`src/design/flash_status_cfg.svh`:
```
// Constants for the volatile status flag block: register offsets, bit
// positions, reset values and command codes.
// Assumes inclusion by its bare name from the package and the top module.
`ifndef FLASH_STATUS_CFG_SVH
`define FLASH_STATUS_CFG_SVH

// ****************************************************************
// Register offsets
// ****************************************************************
`define OFS_VOLATILE_STATUS 3'h0
`define OFS_COMMAND         3'h1
`define OFS_IRQ_STATUS      3'h2
`define OFS_IRQ_MASK        3'h3
`define OFS_SECTOR_PROTECT  3'h4

// ****************************************************************
// Status bit positions and reset values
// ****************************************************************
`define BIT_READY_BUSY      7
`define BIT_ERASE_SUSPENDED 6
`define BIT_ERASE_ERROR     5
`define RST_READY_BUSY      1'h1
`define RST_ERASE_SUSPENDED 1'h0
`define RST_ERASE_ERROR     1'h0
`define RST_IRQ_MASK        3'h0
`define RST_SECTOR_PROTECT  8'h00

// ****************************************************************
// Command register fields and codes
// ****************************************************************
`define CMD_OP_HI           2
`define CMD_OP_LO           0
`define CMD_SECTOR_HI       5
`define CMD_SECTOR_LO       3
`define CMD_NONE            3'h0
`define CMD_ERASE           3'h1
`define CMD_PROGRAM         3'h2
`define CMD_SUSPEND         3'h3
`define CMD_RESUME          3'h4
`define CMD_CLEAR_STATUS    3'h5
`define CMD_SOFT_RESET      3'h6

// ****************************************************************
// Interrupt status bit positions
// ****************************************************************
`define IRQ_OP_DONE         0
`define IRQ_ERASE_ERROR     1
`define IRQ_REFUSED         2

`endif

```
`src/design/flash_status_pkg.sv`:
```
// Types shared by the volatile status flag block and its surroundings.
// Assumes the constants header is on the include path.
package flash_status_pkg;
  `include "flash_status_cfg.svh"

  typedef enum logic [2:0] {
    ST_STANDBY    = 3'b000,
    ST_BUSY_ERASE = 3'b001,
    ST_BUSY_PROG  = 3'b010,
    ST_SUSPENDED  = 3'b011,
    ST_ERROR_HOLD = 3'b100
  } op_state_e;

  typedef enum logic {
    OP_ERASE   = 1'b0,
    OP_PROGRAM = 1'b1
  } op_kind_e;

  typedef struct packed {
    logic       valid;
    op_kind_e   kind;
    logic [2:0] sector;
  } array_req_s;

  typedef logic [7:0] byte_t;
endpackage

```
`src/design/flash_status_busy_erase_flags.sv`:
```
// Volatile status flags of a serial flash: ready/busy, erase suspended and
// erase error, with the operation sequencer that drives them.
// Assumes the array engine and program-error logic share i_clk.
//
// Summary of operation
// - Bit 7 reads 0 busy, 1 standby.
// - Busy device refuses new operation commands.
// - Bit 6 reads 1 while erase suspended.
// - Bit 5 set when last erase failed.
// - Erase on protected sector sets erase error.
// - Only clear-status or resets clear erase error.
// - No standby while erase error remains set.
// - Either error flag forces ready/busy to 1.
`timescale 1ns/1ps
module flash_status_busy_erase_flags
  import flash_status_pkg::*;
(
  input  wire logic                    i_clk,
  input  wire logic                    i_rst,
  input  wire logic                    i_ce,
  input  wire logic [2:0]              i_addr,
  input  wire logic [7:0]              i_wdata,
  input  wire logic                    i_we,
  input  wire logic                    i_re,
  input  wire logic                    i_array_done,
  input  wire logic                    i_array_fail,
  input  wire logic                    i_program_error_flag,
  output logic [7:0]                   o_rdata,
  output logic                         o_irq,
  output flash_status_pkg::array_req_s o_array_req,
  output logic                         o_array_hold,
  output logic                         o_array_abort
);
  import flash_status_pkg::*;

  // ****************************************************************
  // State
  // ****************************************************************
  op_state_e  state_reg;
  op_state_e  state_next;
  byte_t      protect_reg;
  byte_t      protect_next;
  logic [2:0] mask_reg;
  logic [2:0] mask_next;
  byte_t      rdata_reg;
  byte_t      rdata_next;
  logic       irq_reg;
  logic       irq_next;
  array_req_s req_reg;
  array_req_s req_next;
  logic       hold_reg;
  logic       hold_next;
  logic       abort_reg;
  logic       abort_next;

  // ****************************************************************
  // Sticky flags: bit 0 erase error, bits 3:1 interrupt status
  // ****************************************************************
  logic [3:0] sticky_set;
  logic [3:0] sticky_clr;
  logic [3:0] sticky_q;
  logic       erase_error_flag;
  logic [2:0] irq_status;

  assign erase_error_flag = sticky_q[0];
  assign irq_status       = sticky_q[3:1];

  sticky_bits #(
    .W (4)
  ) u_sticky (
    .i_clk (i_clk),
    .i_rst (i_rst),
    .i_ce  (i_ce),
    .i_set (sticky_set),
    .i_clr (sticky_clr),
    .o_q   (sticky_q)
  );

  // ****************************************************************
  // Status view
  // ****************************************************************
  logic  ready_busy_flag;
  logic  erase_suspended_flag;
  byte_t volatile_status;

  always_comb begin
    // Error hold is not standby, yet the flag reads 1 so the host looks
    // at the error bits instead of polling forever.
    ready_busy_flag = (state_reg == ST_STANDBY)
                    | (state_reg == ST_SUSPENDED)
                    | (state_reg == ST_ERROR_HOLD)
                    | erase_error_flag
                    | i_program_error_flag;
    erase_suspended_flag = (state_reg == ST_SUSPENDED);
    volatile_status = 8'h00;
    volatile_status[`BIT_READY_BUSY]      = ready_busy_flag;
    volatile_status[`BIT_ERASE_SUSPENDED] = erase_suspended_flag;
    volatile_status[`BIT_ERASE_ERROR]     = erase_error_flag;
  end

  // ****************************************************************
  // Command decode
  // ****************************************************************
  logic       cmd_wr;
  logic [2:0] cmd_op;
  logic [2:0] cmd_sector;

  assign cmd_wr     = i_we & (i_addr == `OFS_COMMAND);
  assign cmd_op     = i_wdata[`CMD_OP_HI:`CMD_OP_LO];
  assign cmd_sector = i_wdata[`CMD_SECTOR_HI:`CMD_SECTOR_LO];

  // ****************************************************************
  // Sequencer next state
  // ****************************************************************
  logic ev_done;
  logic ev_err;
  logic ev_refused;
  logic clr_status;
  logic soft_rst;

  always_comb begin
    state_next = state_reg;
    req_next   = '0;
    hold_next  = hold_reg;
    abort_next = 1'b0;
    ev_done    = 1'b0;
    ev_err     = 1'b0;
    ev_refused = 1'b0;
    clr_status = 1'b0;
    soft_rst   = 1'b0;
    if (cmd_wr && cmd_op == `CMD_SOFT_RESET) begin
      // A software reset is taken in every state and aborts the array unless already in standby.
      soft_rst   = 1'b1;
      state_next = ST_STANDBY;
      hold_next  = 1'b0;
      abort_next = (state_reg != ST_STANDBY);
    end else begin
      if (cmd_wr && cmd_op == `CMD_CLEAR_STATUS) begin
        if (ready_busy_flag) begin
          clr_status = 1'b1;
        end else begin
          ev_refused = 1'b1;
        end
      end
      unique case (state_reg)
        ST_STANDBY: begin
          if (cmd_wr && cmd_op == `CMD_ERASE) begin
            if (protect_reg[cmd_sector]) begin
              ev_err     = 1'b1;
              state_next = ST_ERROR_HOLD;
            end else begin
              req_next   = '{valid: 1'b1, kind: OP_ERASE,
                             sector: cmd_sector};
              state_next = ST_BUSY_ERASE;
            end
          end else if (cmd_wr && cmd_op == `CMD_PROGRAM) begin
            req_next   = '{valid: 1'b1, kind: OP_PROGRAM,
                           sector: cmd_sector};
            state_next = ST_BUSY_PROG;
          end else if (cmd_wr && (cmd_op == `CMD_SUSPEND ||
                                  cmd_op == `CMD_RESUME)) begin
            ev_refused = 1'b1;
          end
        end
        ST_BUSY_ERASE: begin
          if (i_array_done) begin
            ev_done = 1'b1;
            if (i_array_fail) begin
              ev_err     = 1'b1;
              state_next = ST_ERROR_HOLD;
            end else begin
              state_next = ST_STANDBY;
            end
          end else if (cmd_wr && cmd_op == `CMD_SUSPEND) begin
            hold_next  = 1'b1;
            state_next = ST_SUSPENDED;
          end else if (cmd_wr && cmd_op != `CMD_NONE &&
                       cmd_op != `CMD_CLEAR_STATUS) begin
            ev_refused = 1'b1;
          end
        end
        ST_BUSY_PROG: begin
          // A failed program also parks in error hold, but the erase error
          // flag stays clear because the program error is reported apart.
          if (i_array_done) begin
            ev_done = 1'b1;
            if (i_program_error_flag || i_array_fail) begin
              state_next = ST_ERROR_HOLD;
            end else begin
              state_next = ST_STANDBY;
            end
          end else if (cmd_wr && cmd_op != `CMD_NONE &&
                       cmd_op != `CMD_CLEAR_STATUS) begin
            ev_refused = 1'b1;
          end
        end
        ST_SUSPENDED: begin
          // Only a resume or a software reset leaves here; new array work must wait
          // until the suspended erase has finished.
          if (cmd_wr && cmd_op == `CMD_RESUME) begin
            hold_next  = 1'b0;
            state_next = ST_BUSY_ERASE;
          end else if (cmd_wr && cmd_op != `CMD_NONE &&
                       cmd_op != `CMD_CLEAR_STATUS) begin
            ev_refused = 1'b1;
          end
        end
        ST_ERROR_HOLD: begin
          // Standby only once both error sources are gone.
          if (!(erase_error_flag && !clr_status) &&
              !ev_err && !i_program_error_flag) begin
            state_next = ST_STANDBY;
          end
          if (cmd_wr && cmd_op != `CMD_NONE &&
              cmd_op != `CMD_CLEAR_STATUS) begin
            ev_refused = 1'b1;
          end
        end
        default: begin
          state_next = ST_STANDBY;
        end
      endcase
    end
  end

  // ****************************************************************
  // Flag set and clear terms
  // ****************************************************************
  always_comb begin
    sticky_set = {ev_refused, ev_err, ev_done, ev_err};
    sticky_clr = 4'h0;
    // Of the clear terms, only the clear command and a software reset touch the error flag.
    sticky_clr[0] = clr_status | soft_rst;
    if (i_we && i_addr == `OFS_IRQ_STATUS) begin
      sticky_clr[3:1] = i_wdata[2:0];
    end
  end

  // ****************************************************************
  // Register writes, read mux and interrupt
  // ****************************************************************
  always_comb begin
    protect_next = protect_reg;
    mask_next    = mask_reg;
    // Writes to the status offset are ignored on purpose.
    if (i_we && i_addr == `OFS_IRQ_MASK) begin
      mask_next = i_wdata[2:0];
    end
    if (i_we && i_addr == `OFS_SECTOR_PROTECT) begin
      protect_next = i_wdata;
    end
    rdata_next = 8'h00;
    if (i_re) begin
      unique case (i_addr)
        `OFS_VOLATILE_STATUS: rdata_next = volatile_status;
        `OFS_IRQ_STATUS:      rdata_next = {5'h00, irq_status};
        `OFS_IRQ_MASK:        rdata_next = {5'h00, mask_reg};
        `OFS_SECTOR_PROTECT:  rdata_next = protect_reg;
        default:              rdata_next = 8'h00;
      endcase
    end
    // Registered like every output, so the line trails the status by one
    // cycle; software must not expect it in the cycle of the event.
    irq_next = |(irq_status & mask_reg);
  end

  // ****************************************************************
  // Registers
  // ****************************************************************
  // A low clock enable freezes the sequencer, the registers and the sticky
  // flags together, so no flag can move ahead of the state it describes.
  always_ff @(posedge i_clk or posedge i_rst) begin
    if (i_rst) begin
      state_reg   <= ST_STANDBY;
      protect_reg <= `RST_SECTOR_PROTECT;
      mask_reg    <= `RST_IRQ_MASK;
      rdata_reg   <= 8'h00;
      irq_reg     <= 1'b0;
      req_reg     <= '0;
      hold_reg    <= 1'b0;
      abort_reg   <= 1'b0;
    end else if (i_ce) begin
      state_reg   <= state_next;
      protect_reg <= protect_next;
      mask_reg    <= mask_next;
      rdata_reg   <= rdata_next;
      irq_reg     <= irq_next;
      req_reg     <= req_next;
      hold_reg    <= hold_next;
      abort_reg   <= abort_next;
    end
  end

  assign o_rdata       = rdata_reg;
  assign o_irq         = irq_reg;
  assign o_array_req   = req_reg;
  assign o_array_hold  = hold_reg;
  assign o_array_abort = abort_reg;

endmodule

```
`src/design/sticky_bits.sv`:
```
// Sticky flag bits: a set raises a bit, a clear drops it, set wins.
// Assumes set and clear come from logic on the same clock.
`timescale 1ns/1ps
module sticky_bits #(
  parameter int W = 4
) (
  input  wire logic         i_clk,
  input  wire logic         i_rst,
  input  wire logic         i_ce,
  input  wire logic [W-1:0] i_set,
  input  wire logic [W-1:0] i_clr,
  output logic      [W-1:0] o_q
);

  // ****************************************************************
  // One cell per bit
  // ****************************************************************
  genvar g;
  generate
    for (g = 0; g < W; g++) begin : g_bit
      logic bit_reg;
      logic bit_next;

      // A set in the same cycle as a clear is kept, so no event is lost.
      always_comb begin
        bit_next = i_set[g] | (bit_reg & ~i_clr[g]);
      end

      always_ff @(posedge i_clk or posedge i_rst) begin
        if (i_rst) begin
          bit_reg <= 1'b0;
        end else if (i_ce) begin
          bit_reg <= bit_next;
        end
      end

      assign o_q[g] = bit_reg;
    end
  endgenerate

endmodule

```
`config.mk`:
```
export PLATFORM = sky130hd
export DESIGN_NAME = flash_status_busy_erase_flags
export DESIGN_NICKNAME = d
export VERILOG_FILES = /design/src/design/flash_status_pkg.sv /design/src/design/flash_status_busy_erase_flags.sv /design/src/design/sticky_bits.sv
export VERILOG_INCLUDE_DIRS = /design/src /design/src/design
export SDC_FILE = /design/constraint.sdc
export NUM_CORES = 1
export LEC_CHECK = 0
export BUFFER_PORTS_ARGS = -buffer_cell sky130_fd_sc_hd__buf_2
export CAP_MARGIN = 20
export CORE_MARGIN = 1
export CORE_UTILIZATION = 55
export CTS_CLUSTER_SIZE = 28
export DETAILED_ROUTE_END_ITERATION = 8
export PLACE_DENSITY_LB_ADDON = 0.15
export SETUP_SLACK_MARGIN = 0.2
export SYNTH_ARGS = -nofsm -noshare
export SYNTH_HDL_FRONTEND = slang
export SYNTH_SLANG_ARGS = --single-unit
```
`constraint.sdc`:
```
create_clock -name i_clk -period 2.67 [get_ports i_clk]
set_clock_uncertainty 0.05 [all_clocks]
set_input_delay 0.1335 -clock i_clk [delete_from_list [all_inputs] [get_ports i_clk]]
set_output_delay 0.1335 -clock i_clk [all_outputs]
set_load 0.05 [all_outputs]
```
; Yosys cells after proc, flatten, opt, wreduce, memory -nomap -nowiden
; Cells that the tools add are included.
[word_totals]
word_cells = 140
in_bits = 19
regBits = 34
out_inout_bits = 16
[op_classes]
n_eq_ne = 22
n_mux = 54
bitwise_logic = 19
magnitude_cmp = 1
reduce_logical = 30
[op_table]
columns = op, count
row1 = $mux 3, 12
row2 = $pmux 8 s4, 1
row3 = $mux 1, 30
row4 = $mux 5, 5
row5 = $eq 3x2->1 const B, 6
row6 = $eq 3x3->1 const B, 5
row7 = $pmux 3 s5, 1
row8 = $logic_and 1x1->1, 14
row9 = $ne 3x3->1 const B, 4
row10 = $eq 3x1->1 const B, 3
row11 = $or 1x1->1, 9
row12 = $reduce_bool 3->1, 3
row13 = $mux 8, 1
row14 = $logic_not 3->1, 2
row15 = $ne 3x1->1 const B, 2
row16 = $reduce_and 6->1, 1
row17 = $and 1x1->1, 5
row18 = $pmux 1 s5, 1
row19 = $reduce_and 5->1, 1
row20 = $lt 3x4->1 const B, 1
row21 = $ne 4x1->1 const B, 1
row22 = $ne 4x4->1 const B, 1
row23 = $not 1->1, 4
row24 = $pmux 1 s2, 2
row25 = other kinds (7), 11

; Depth between registers and ports, before layout
; Gate-level depths: netlist of the first run.
[depth]
ltp_word = 15
mapped_depth = 7
mapped_depth_nobuf = 5

; Cells and area by module
; Synthesis of the first run repeated with hierarchy kept, for this count alone.
[unflattened]
cells_unflattened = 207
hier_area_um2 = 2057.0
[modules_own_cells]
columns = module, cells_per_inst, n_inst, area_each_um2
row1 = flash_status_busy_erase_flags, 189, 1, 1861.8
row2 = sticky_bits, 18, 1, 195.2

; Worst setup path after synthesis of the first run
; No wires, ideal clock.
[synth_path]
path_kind = reg2reg
from = reg state_reg[1]
to = reg state_reg[1]
period_less_slack_ns = 1.692
n_path_buf = 1
setup_time_ns = 0.125
path_slack_ns = 0.978
path_stages_with_launch = 7
required_time_ns = 2.495
t_arrival_ns = 1.517
cell_sequence = dfrtp_1 > buf_2 > or2_2 > nor3b_2 > o22ai_4 > nand3_2 > mux2_4
[synth_via]
elab_chain_len = 14
elab_cells_between_ends = 24
[synth_rtl]
columns = item, line_no
row1 = start: declaration, flash_status_busy_erase_flags.sv:39  ; op_state_e state_reg;
row2 = start signal: assignment, flash_status_busy_erase_flags.sv:283  ; state_reg <= state_next;
row3 = $eq 3x2->1 / $logic_not 3->1 (equally long branches), "flash_status_busy_erase_flags.sv:90, flash_status_busy_erase_flags.sv:145, flash_status_busy_erase_flags.sv:89"
row4 = $or 1x1->1, flash_status_busy_erase_flags.sv:90  ; | (state_reg == ST_SUSPENDED)
row5 = $or 1x1->1, flash_status_busy_erase_flags.sv:91  ; | (state_reg == ST_ERROR_HOLD)
row6 = $or 1x1->1, flash_status_busy_erase_flags.sv:92  ; | erase_error_flag
row7 = $or 1x1->1, flash_status_busy_erase_flags.sv:93  ; | i_program_error_flag;
row8 = $mux 1, flash_status_busy_erase_flags.sv:139  ; if (ready_busy_flag) begin
row9 = $mux 1, flash_status_busy_erase_flags.sv:138  ; if (cmd_wr && cmd_op == `CMD_CLEAR_STATUS) begin
row10 = $mux 1, flash_status_busy_erase_flags.sv:131  ; if (cmd_wr && cmd_op == `CMD_SOFT_RESET) begin
row11 = $logic_not 1->1, flash_status_busy_erase_flags.sv:210  ; if (!(erase_error_flag && !clr_status) &&
row12 = $logic_and 1x1->1, flash_status_busy_erase_flags.sv:210
row13 = $logic_not 1->1, flash_status_busy_erase_flags.sv:210
row14 = $logic_and 1x1->1, flash_status_busy_erase_flags.sv:211  ; !ev_err && !i_program_error_flag) begin
row15 = $ne 3x1->1 (no line), -
row16 = $reduce_and 6->1 (no line), -
; Parallel ways exist; a longest one is shown, timed or not. The select of a mux whose other input is x is not followed.
; A chain may end at the register's enable or synchronous reset.

; Worst setup path after layout of the first run
; Same ends and word-level chain as after synthesis.

==> results of run 1 <==
## critical path: cells and delay by family (launching register included)
| kind | cells | cell delay, ns |
|---|---|---|
| AOI/OAI and AO/OA | 1 | 0.12 |
| DFF | 1 | 0.59 |
| muxes | 1 | 0.29 |
| and+or+nand+nor | 3 | 0.78 |
## layout by cell type (no fill, tap or decap), types with 2 or more instances in the layout
| cell | instances |
|---|---|
| nor2b_1 | 8 |
| and3_1 | 2 |
| mux4_2 | 2 |
| nor2_1 | 19 |
| clkbuf_4 | 5 |
| a21oi_1 | 7 |
| a22oi_1 | 3 |
| buf_4 | 2 |
| nand2_1 | 19 |
| dlygate4sd3_1 | 3 |
| or2_2 | 2 |
| and4b_1 | 2 |
| a22o_1 | 3 |
| nand3b_1 | 3 |
| nor3b_1 | 3 |
| inv_1 | 3 |
| o2bb2ai_1 | 9 |
| a211oi_1 | 3 |
| nor3b_2 | 2 |
| a21o_1 | 2 |
| dfrtp_1 | 34 |
| buf_2 | 34 |
| o21ai_0 | 5 |
| nor4_1 | 2 |
| mux2i_1 | 3 |
| nand3_1 | 5 |
| xnor2_1 | 2 |
| o21a_1 | 2 |
| nand2b_1 | 4 |
| o211ai_1 | 3 |
| a31oi_1 | 3 |
| mux2_2 | 11 |
## per-stage QoR
step	setup slack, ns	power [mW]	util [%]
final	0.735	1.49	66.4
after global routing	0.643	1.58	66.4
after CTS	0.744	1.50	66.4
after detailed placement	0.769	1.19	63.6
after global placement	0.810	1.17	63.6
after floorplan	0.978	1.08	-
## cell families (layout without fill, tap and decap cells)
group / Yosys count / count (layout) / synth area share, %
AO/OA/AOI/OAI: 50 / 50 / 19.3
XOR/XNOR: 2 / 2 / 0.885
buffers and inverters: 16 / 50 / 3.86
flip-flops: 34 / 34 / 43.0
multiplexers: 17 / 17 / 10.8
AND/OR/NAND/NOR: 78 / 78 / 22.1
## metal layers
metal  global-route usage, %  up-vias  part of all wire, %
met5                       0        -                    0
met4                    10.5        0                  1.2
met3                    5.38        7                  3.3
met2                    41.2       39                   48
met1                    37.8      868                   47
li1                        -      799                    -
## repair_timing
item | 4_1_cts | 5_1_grt
endpoints found under the hold margin | 36 | 0
endpoints found under the setup margin | 0 | 0
resized for setup | 0 | 0
hold buffers | 3 | 0
## final timing paths
kind	start	to	slack (ns)	cells after the start
worst max-delay path	state_reg[1]	state_reg[1]	0.74	5
worst min-delay path	i_wdata[5]	o_array_req[2]	0.02	2
worst max register to register	state_reg[1]	state_reg[1]	0.74	5
worst min register to register	o_rdata[2]	o_rdata[2]	0.44	1
max in group asynchronous	i_rst	u_sticky.g_bit[1].bit_reg	1.91	4
min in group asynchronous	i_rst	o_rdata[2]	0.35	4
## power groups by stage
| stage | sequential, mW | clock (mW) | combinational [mW] |
|---|---|---|---|
| after floorplan | 0.691 | 0 | 0.387 |
| after global placement | 0.715 | 0 | 0.458 |
| after detailed placement | 0.724 | 0 | 0.464 |
| after CTS | 0.714 | 0.313 | 0.471 |
| after global routing | 0.731 | 0.332 | 0.520 |
| final | 0.717 | 0.308 | 0.469 |
## layout make-up
cell class                 count  area, µm²
clock buffer                   6       51.3
inverter                       3       11.3
fill                         291       1140
clock inverter                 2       12.5
tap                           46       57.6
sequential                    34        851
timing repair buffer          39        215
multi-input combinational    147       1050
==> qor.yml, run 1 <==
cp_slowest_cell: "dfrtp_1"
syn-num-nets: 216
viasPerCell: 6.18
die_w_um: 62.0
wl_mm: 4.70
p_int_mw: 0.946
power.share.clock_pct: 20.6
switching_power_mw: 0.547
status: "completed"
syn-cell-area_um2: 1980
grtUsageTotal_pct: 27.0
sw_frac_of_total_pct: 36.6
cellPowerDensity_nw_per_um2: 663
synth_common_cells: "dfrtp_1 (34), nand2_1 (19), nor2_1 (19)"
postCtsSetupRepairBufs: 0
dpl.cell_count: 266
postPlaceCellArea_um2: 2160
htreeDepth: 2
cap_violations: 0
p_comb_share_pct: 31.4
whs_ns: 0.0208
maxSlewHeadroom_pct: 56.9
first_pass_iters: 4
syn2layout_area_growth_pct: 13.7
grt_remaining_overflow: 0
sequentialPowerShare_pct: 48.0
setup-tns-final_ns: 0
final_area_um2: 2250
report.final.slew_viol_count: 0
clock_sinks: 34
max_freq_mhz: 517
cts.path.max_buffers: 2
port_buffers: 34
die_area_um2: 3840
ys_ff_latch: 34
drive_gt1_share_pct: 28.1
syn_area_per_cell_um2: 10.0
grt_setup_unrepaired: "no"
initial_core_util_pct: 58.4
synth_top_cell_area_share_pct: 43.0
slowest_delay_ns: 0.59
gp_congestion: 0.984
start_kind: "flip-flop"
cp-end-kind: "flip-flop"
synth_edf_count: 0
crit_type: "reg2reg"
layout.nets: 249
syn_inst: 197
period_needed_ns: 1.93
power_leakage_nw: 1.01
grt_max_degree: 35
clk_pin_slew_ns: 0.10
ys.flop_type: "dfrtp_1"
final_cells: 277
io_pins: 35
grt_pass1_wl_mm: 7.27
async_reset_ff_share_pct: 100
die_h_um: 62.0
critPathMaxFanout: 17
cts_tree: "yes"
cp.arrival_ns: 2.12
synth_seq_area_share_pct: 43.0
yosys_warnings: 0
rows: 21
hpwlAfterDp_mm: 3.47
peakVddDrop_mv: 0.372
min_path_type: "in2reg"
num_vias: 1713
finalHoldViolations: 0
antenna_cells: 0
grt_pass1_vias: 1512
worstPathCellList: "or2_2 > nor3b_2 > o22ai_4 > nand3_2 > mux2_4"
antenna_found_initial: 0
cts-root-buf: "clkbuf_4"
insertion_delay_ns: 0.35
finalCritPeriodShare_pct: 72.5
synth.most_common_cell: "dfrtp_1"
cts_made_buffers: 5
required_ns: 2.86
synthTopCellsByArea: "dfrtp_1 (43%), mux2_2 (6.3%), o2bb2ai_1 (4.0%)"
synth_top_cell_by_area: "dfrtp_1"
drt_iter0_drc: 119
wl_per_cell_um: 17.0
tightest_slew_ns: 0.644
setup_viol_count_final: 0
ys_types: 50
drc: 0
core_area_um2: 3390
ant_nets: 0
(Power assumes the default switching activity.)
==> inputs of run 2 (changes only) <==
--- a/config.mk
+++ b/config.mk
@@ -6,6 +6,7 @@
 export SDC_FILE = /design/constraint.sdc
 export NUM_CORES = 1
 export LEC_CHECK = 0
+export ABC_AREA = 1
 export BUFFER_PORTS_ARGS = -buffer_cell sky130_fd_sc_hd__buf_2
 export CAP_MARGIN = 20
 export CORE_MARGIN = 1
==> constraint.sdc (replaced) <==
create_clock -name i_clk -period 2.01 [get_ports i_clk]
set_clock_uncertainty 0.05 [all_clocks]
set_input_delay 0.1005 -clock i_clk [delete_from_list [all_inputs] [get_ports i_clk]]
set_output_delay 0.1005 -clock i_clk [all_outputs]
set_load 0.05 [all_outputs]
==> qor.yml, run 2 <==
r2r_start: "state_reg[2]"
async_reset_ff_share_pct: 100
grt_setup_unrepaired: "no"
synth_seq_area_share_pct: 43.2
setup_viol_count_final: 0
cap_violations: 0
yosys_warnings: 0
preCtsSetupSlack_ns: 0.444
viasPerCell: 5.31
insertion_delay_ns: 0.34
antenna_found_initial: 0
drc: 0
antenna_cells: 0
setup-tns-final_ns: 0
synth_edf_count: 0
port_buffers: 34
drt_iter0_drc: 163
required_ns: 2.23
most-common-layout-cells: "nand2_1 (79), inv_1 (39), buf_2 (34), dfrtp_1 (34), o21ai_0 (21)"
power_leakage_nw: 1.27
peakVddDrop_mv: 0.472
ys.flop_type: "dfrtp_1"
rows: 21
clk_pin_slew_ns: 0.10
grt_remaining_overflow: 0
period_needed_ns: 1.58
finalCritPeriodShare_pct: 78.8
gp_congestion: 0.981
final_common_cell: "nand2_1"
nFillCells: 299
max_freq_mhz: 631
syn_area_per_cell_um2: 7.24
cellPowerDensity_nw_per_um2: 959
ant_nets: 0
clock_sinks: 34
die_h_um: 61.8
whs_path_depth: 3
maxSlewHeadroom_pct: 68.9
ys_types: 31
hpwlAfterDp_mm: 3.62
reg2reg_depth: 7
cp-end-kind: "flip-flop"
hp-start: "i_re"
cts_made_buffers: 5
core_area_um2: 3390
wl_mm: 4.80
layout.nets: 333
finalHoldViolations: 0
cts-root-buf: "clkbuf_4"
synthTopCellsByArea: "dfrtp_1 (43%), nand2_1 (15%), inv_1 (7.4%)"
critPathMaxFanout: 5
syn_inst: 272
ys_ff_latch: 34
grtUsageTotal_pct: 28.0
cp.arrival_ns: 1.80
cts_resized: 0
die_area_um2: 3820
synth.most_common_cell: "nand2_1"
initial_core_util_pct: 58.1
syn-num-nets: 291
htreeDepth: 2
r2r-end: "o_array_req[2]"
crit_type: "reg2reg"
report.final.slew_viol_count: 0
drive_gt1_share_pct: 19.0
worst_slack_ns: 0.426
status: "completed"
synth_top_cell_area_share_pct: 43.2
first_pass_iters: 4
grt_pass1_vias: 1661
power.total_mw: 2.19
wl_per_cell_um: 13.3
tightest_slew_ns: 0.465
grt_max_degree: 35
synth_top_cell_by_area: "dfrtp_1"
num_vias: 1918
hold_end: "o_rdata[5]"
min_path_type: "in2reg"
syn2layout_area_growth_pct: 15.8
start_kind: "flip-flop"
cts_tree: "yes"
r2r_slack_ns: 0.43
io_pins: 35
die_w_um: 61.8
critPathLaunch: "state_reg[2]"
cts.path.max_buffers: 2
syn-cell-area_um2: 1970
grt_pass1_wl_mm: 7.61
synth_common_cells: "nand2_1 (79), inv_1 (39), dfrtp_1 (34)"
run 2: timing repair:
action                                  4_1_cts  5_1_grt
endpoints found under the hold margin        36        0
buffers inserted                              0        0
endpoints found under the setup margin        0        0
hold buffers                                  3        0
run 2: layout make-up:
cell class / count / area (µm²) / area share [%]
inverter: 43 / 161 / 7.08
sequential: 34 / 851 / 37.3
clock inverter: 1 / 5.00 / 0.220
clock buffer: 7 / 55.1 / 2.41
tap: 46 / 57.6 / 2.52
timing repair buffer: 38 / 208 / 9.11
multi-input combinational: 192 / 942 / 41.3
run 2: worst max path at each step:
stage,endpoint,slack (ns),cells after the start
finish,o_array_req[2],0.43,7
global route,o_array_req[1],0.31,7
CTS,o_array_req[2],0.42,7
global placement,state_reg[1],0.43,10
floorplan,state_reg[2],0.68,10
detailed placement,o_array_req[2],0.44,7
run 2: power by group:
part	switching (mW)	total [mW]	internal, mW	leakage (nW)
Clock	0.231	0.401	0.169	0.0353
Sequential	0.105	0.929	0.824	0.439
Combinational	0.595	0.856	0.261	0.798
run 2: critical path, cell delays in order (launching register included):
cell and delay (ns):
dfrtp_1 0.44, inv_1 0.14, nand3_1 0.13, nor2_1 0.19, nand4_1 0.17, o21ai_1 0.10, o21ai_1 0.13, o21ai_1 0.15
run 2: logic make-up after synthesis:
kind of cell,Yosys count,synth area share (%)
flops,34,43.2
buf+inv,46,8.90
compound gates,50,14.4
simple gates,142,33.4
run 2: metrics by stage:
stage / utilization, % / hold WS [ns] / instances / instance area [µm²]
final: 67.3 / 0.0174 / 361 / 2280
after CTS: 67.3 / 0.0272 / 361 / 2280
after global placement: 64.6 / 0.166 / 350 / 2190
after floorplan: - / 0.191 / 272 / 1970
after detailed placement: 64.6 / 0.170 / 350 / 2190
after global routing: 67.3 / 0.0251 / 361 / 2280
run 2: routing by layer:
metal  part of all wire, %  wire length [µm]  up-vias  global-route usage, %
li1                      -                 -      967                      -
met1                    46              2220      871                   39.7
met2                    45              2160       70                   40.7
met3                   6.9               329       10                   6.63
met4                   1.9                92        0                   12.7
met5                     0                 0        -                      0
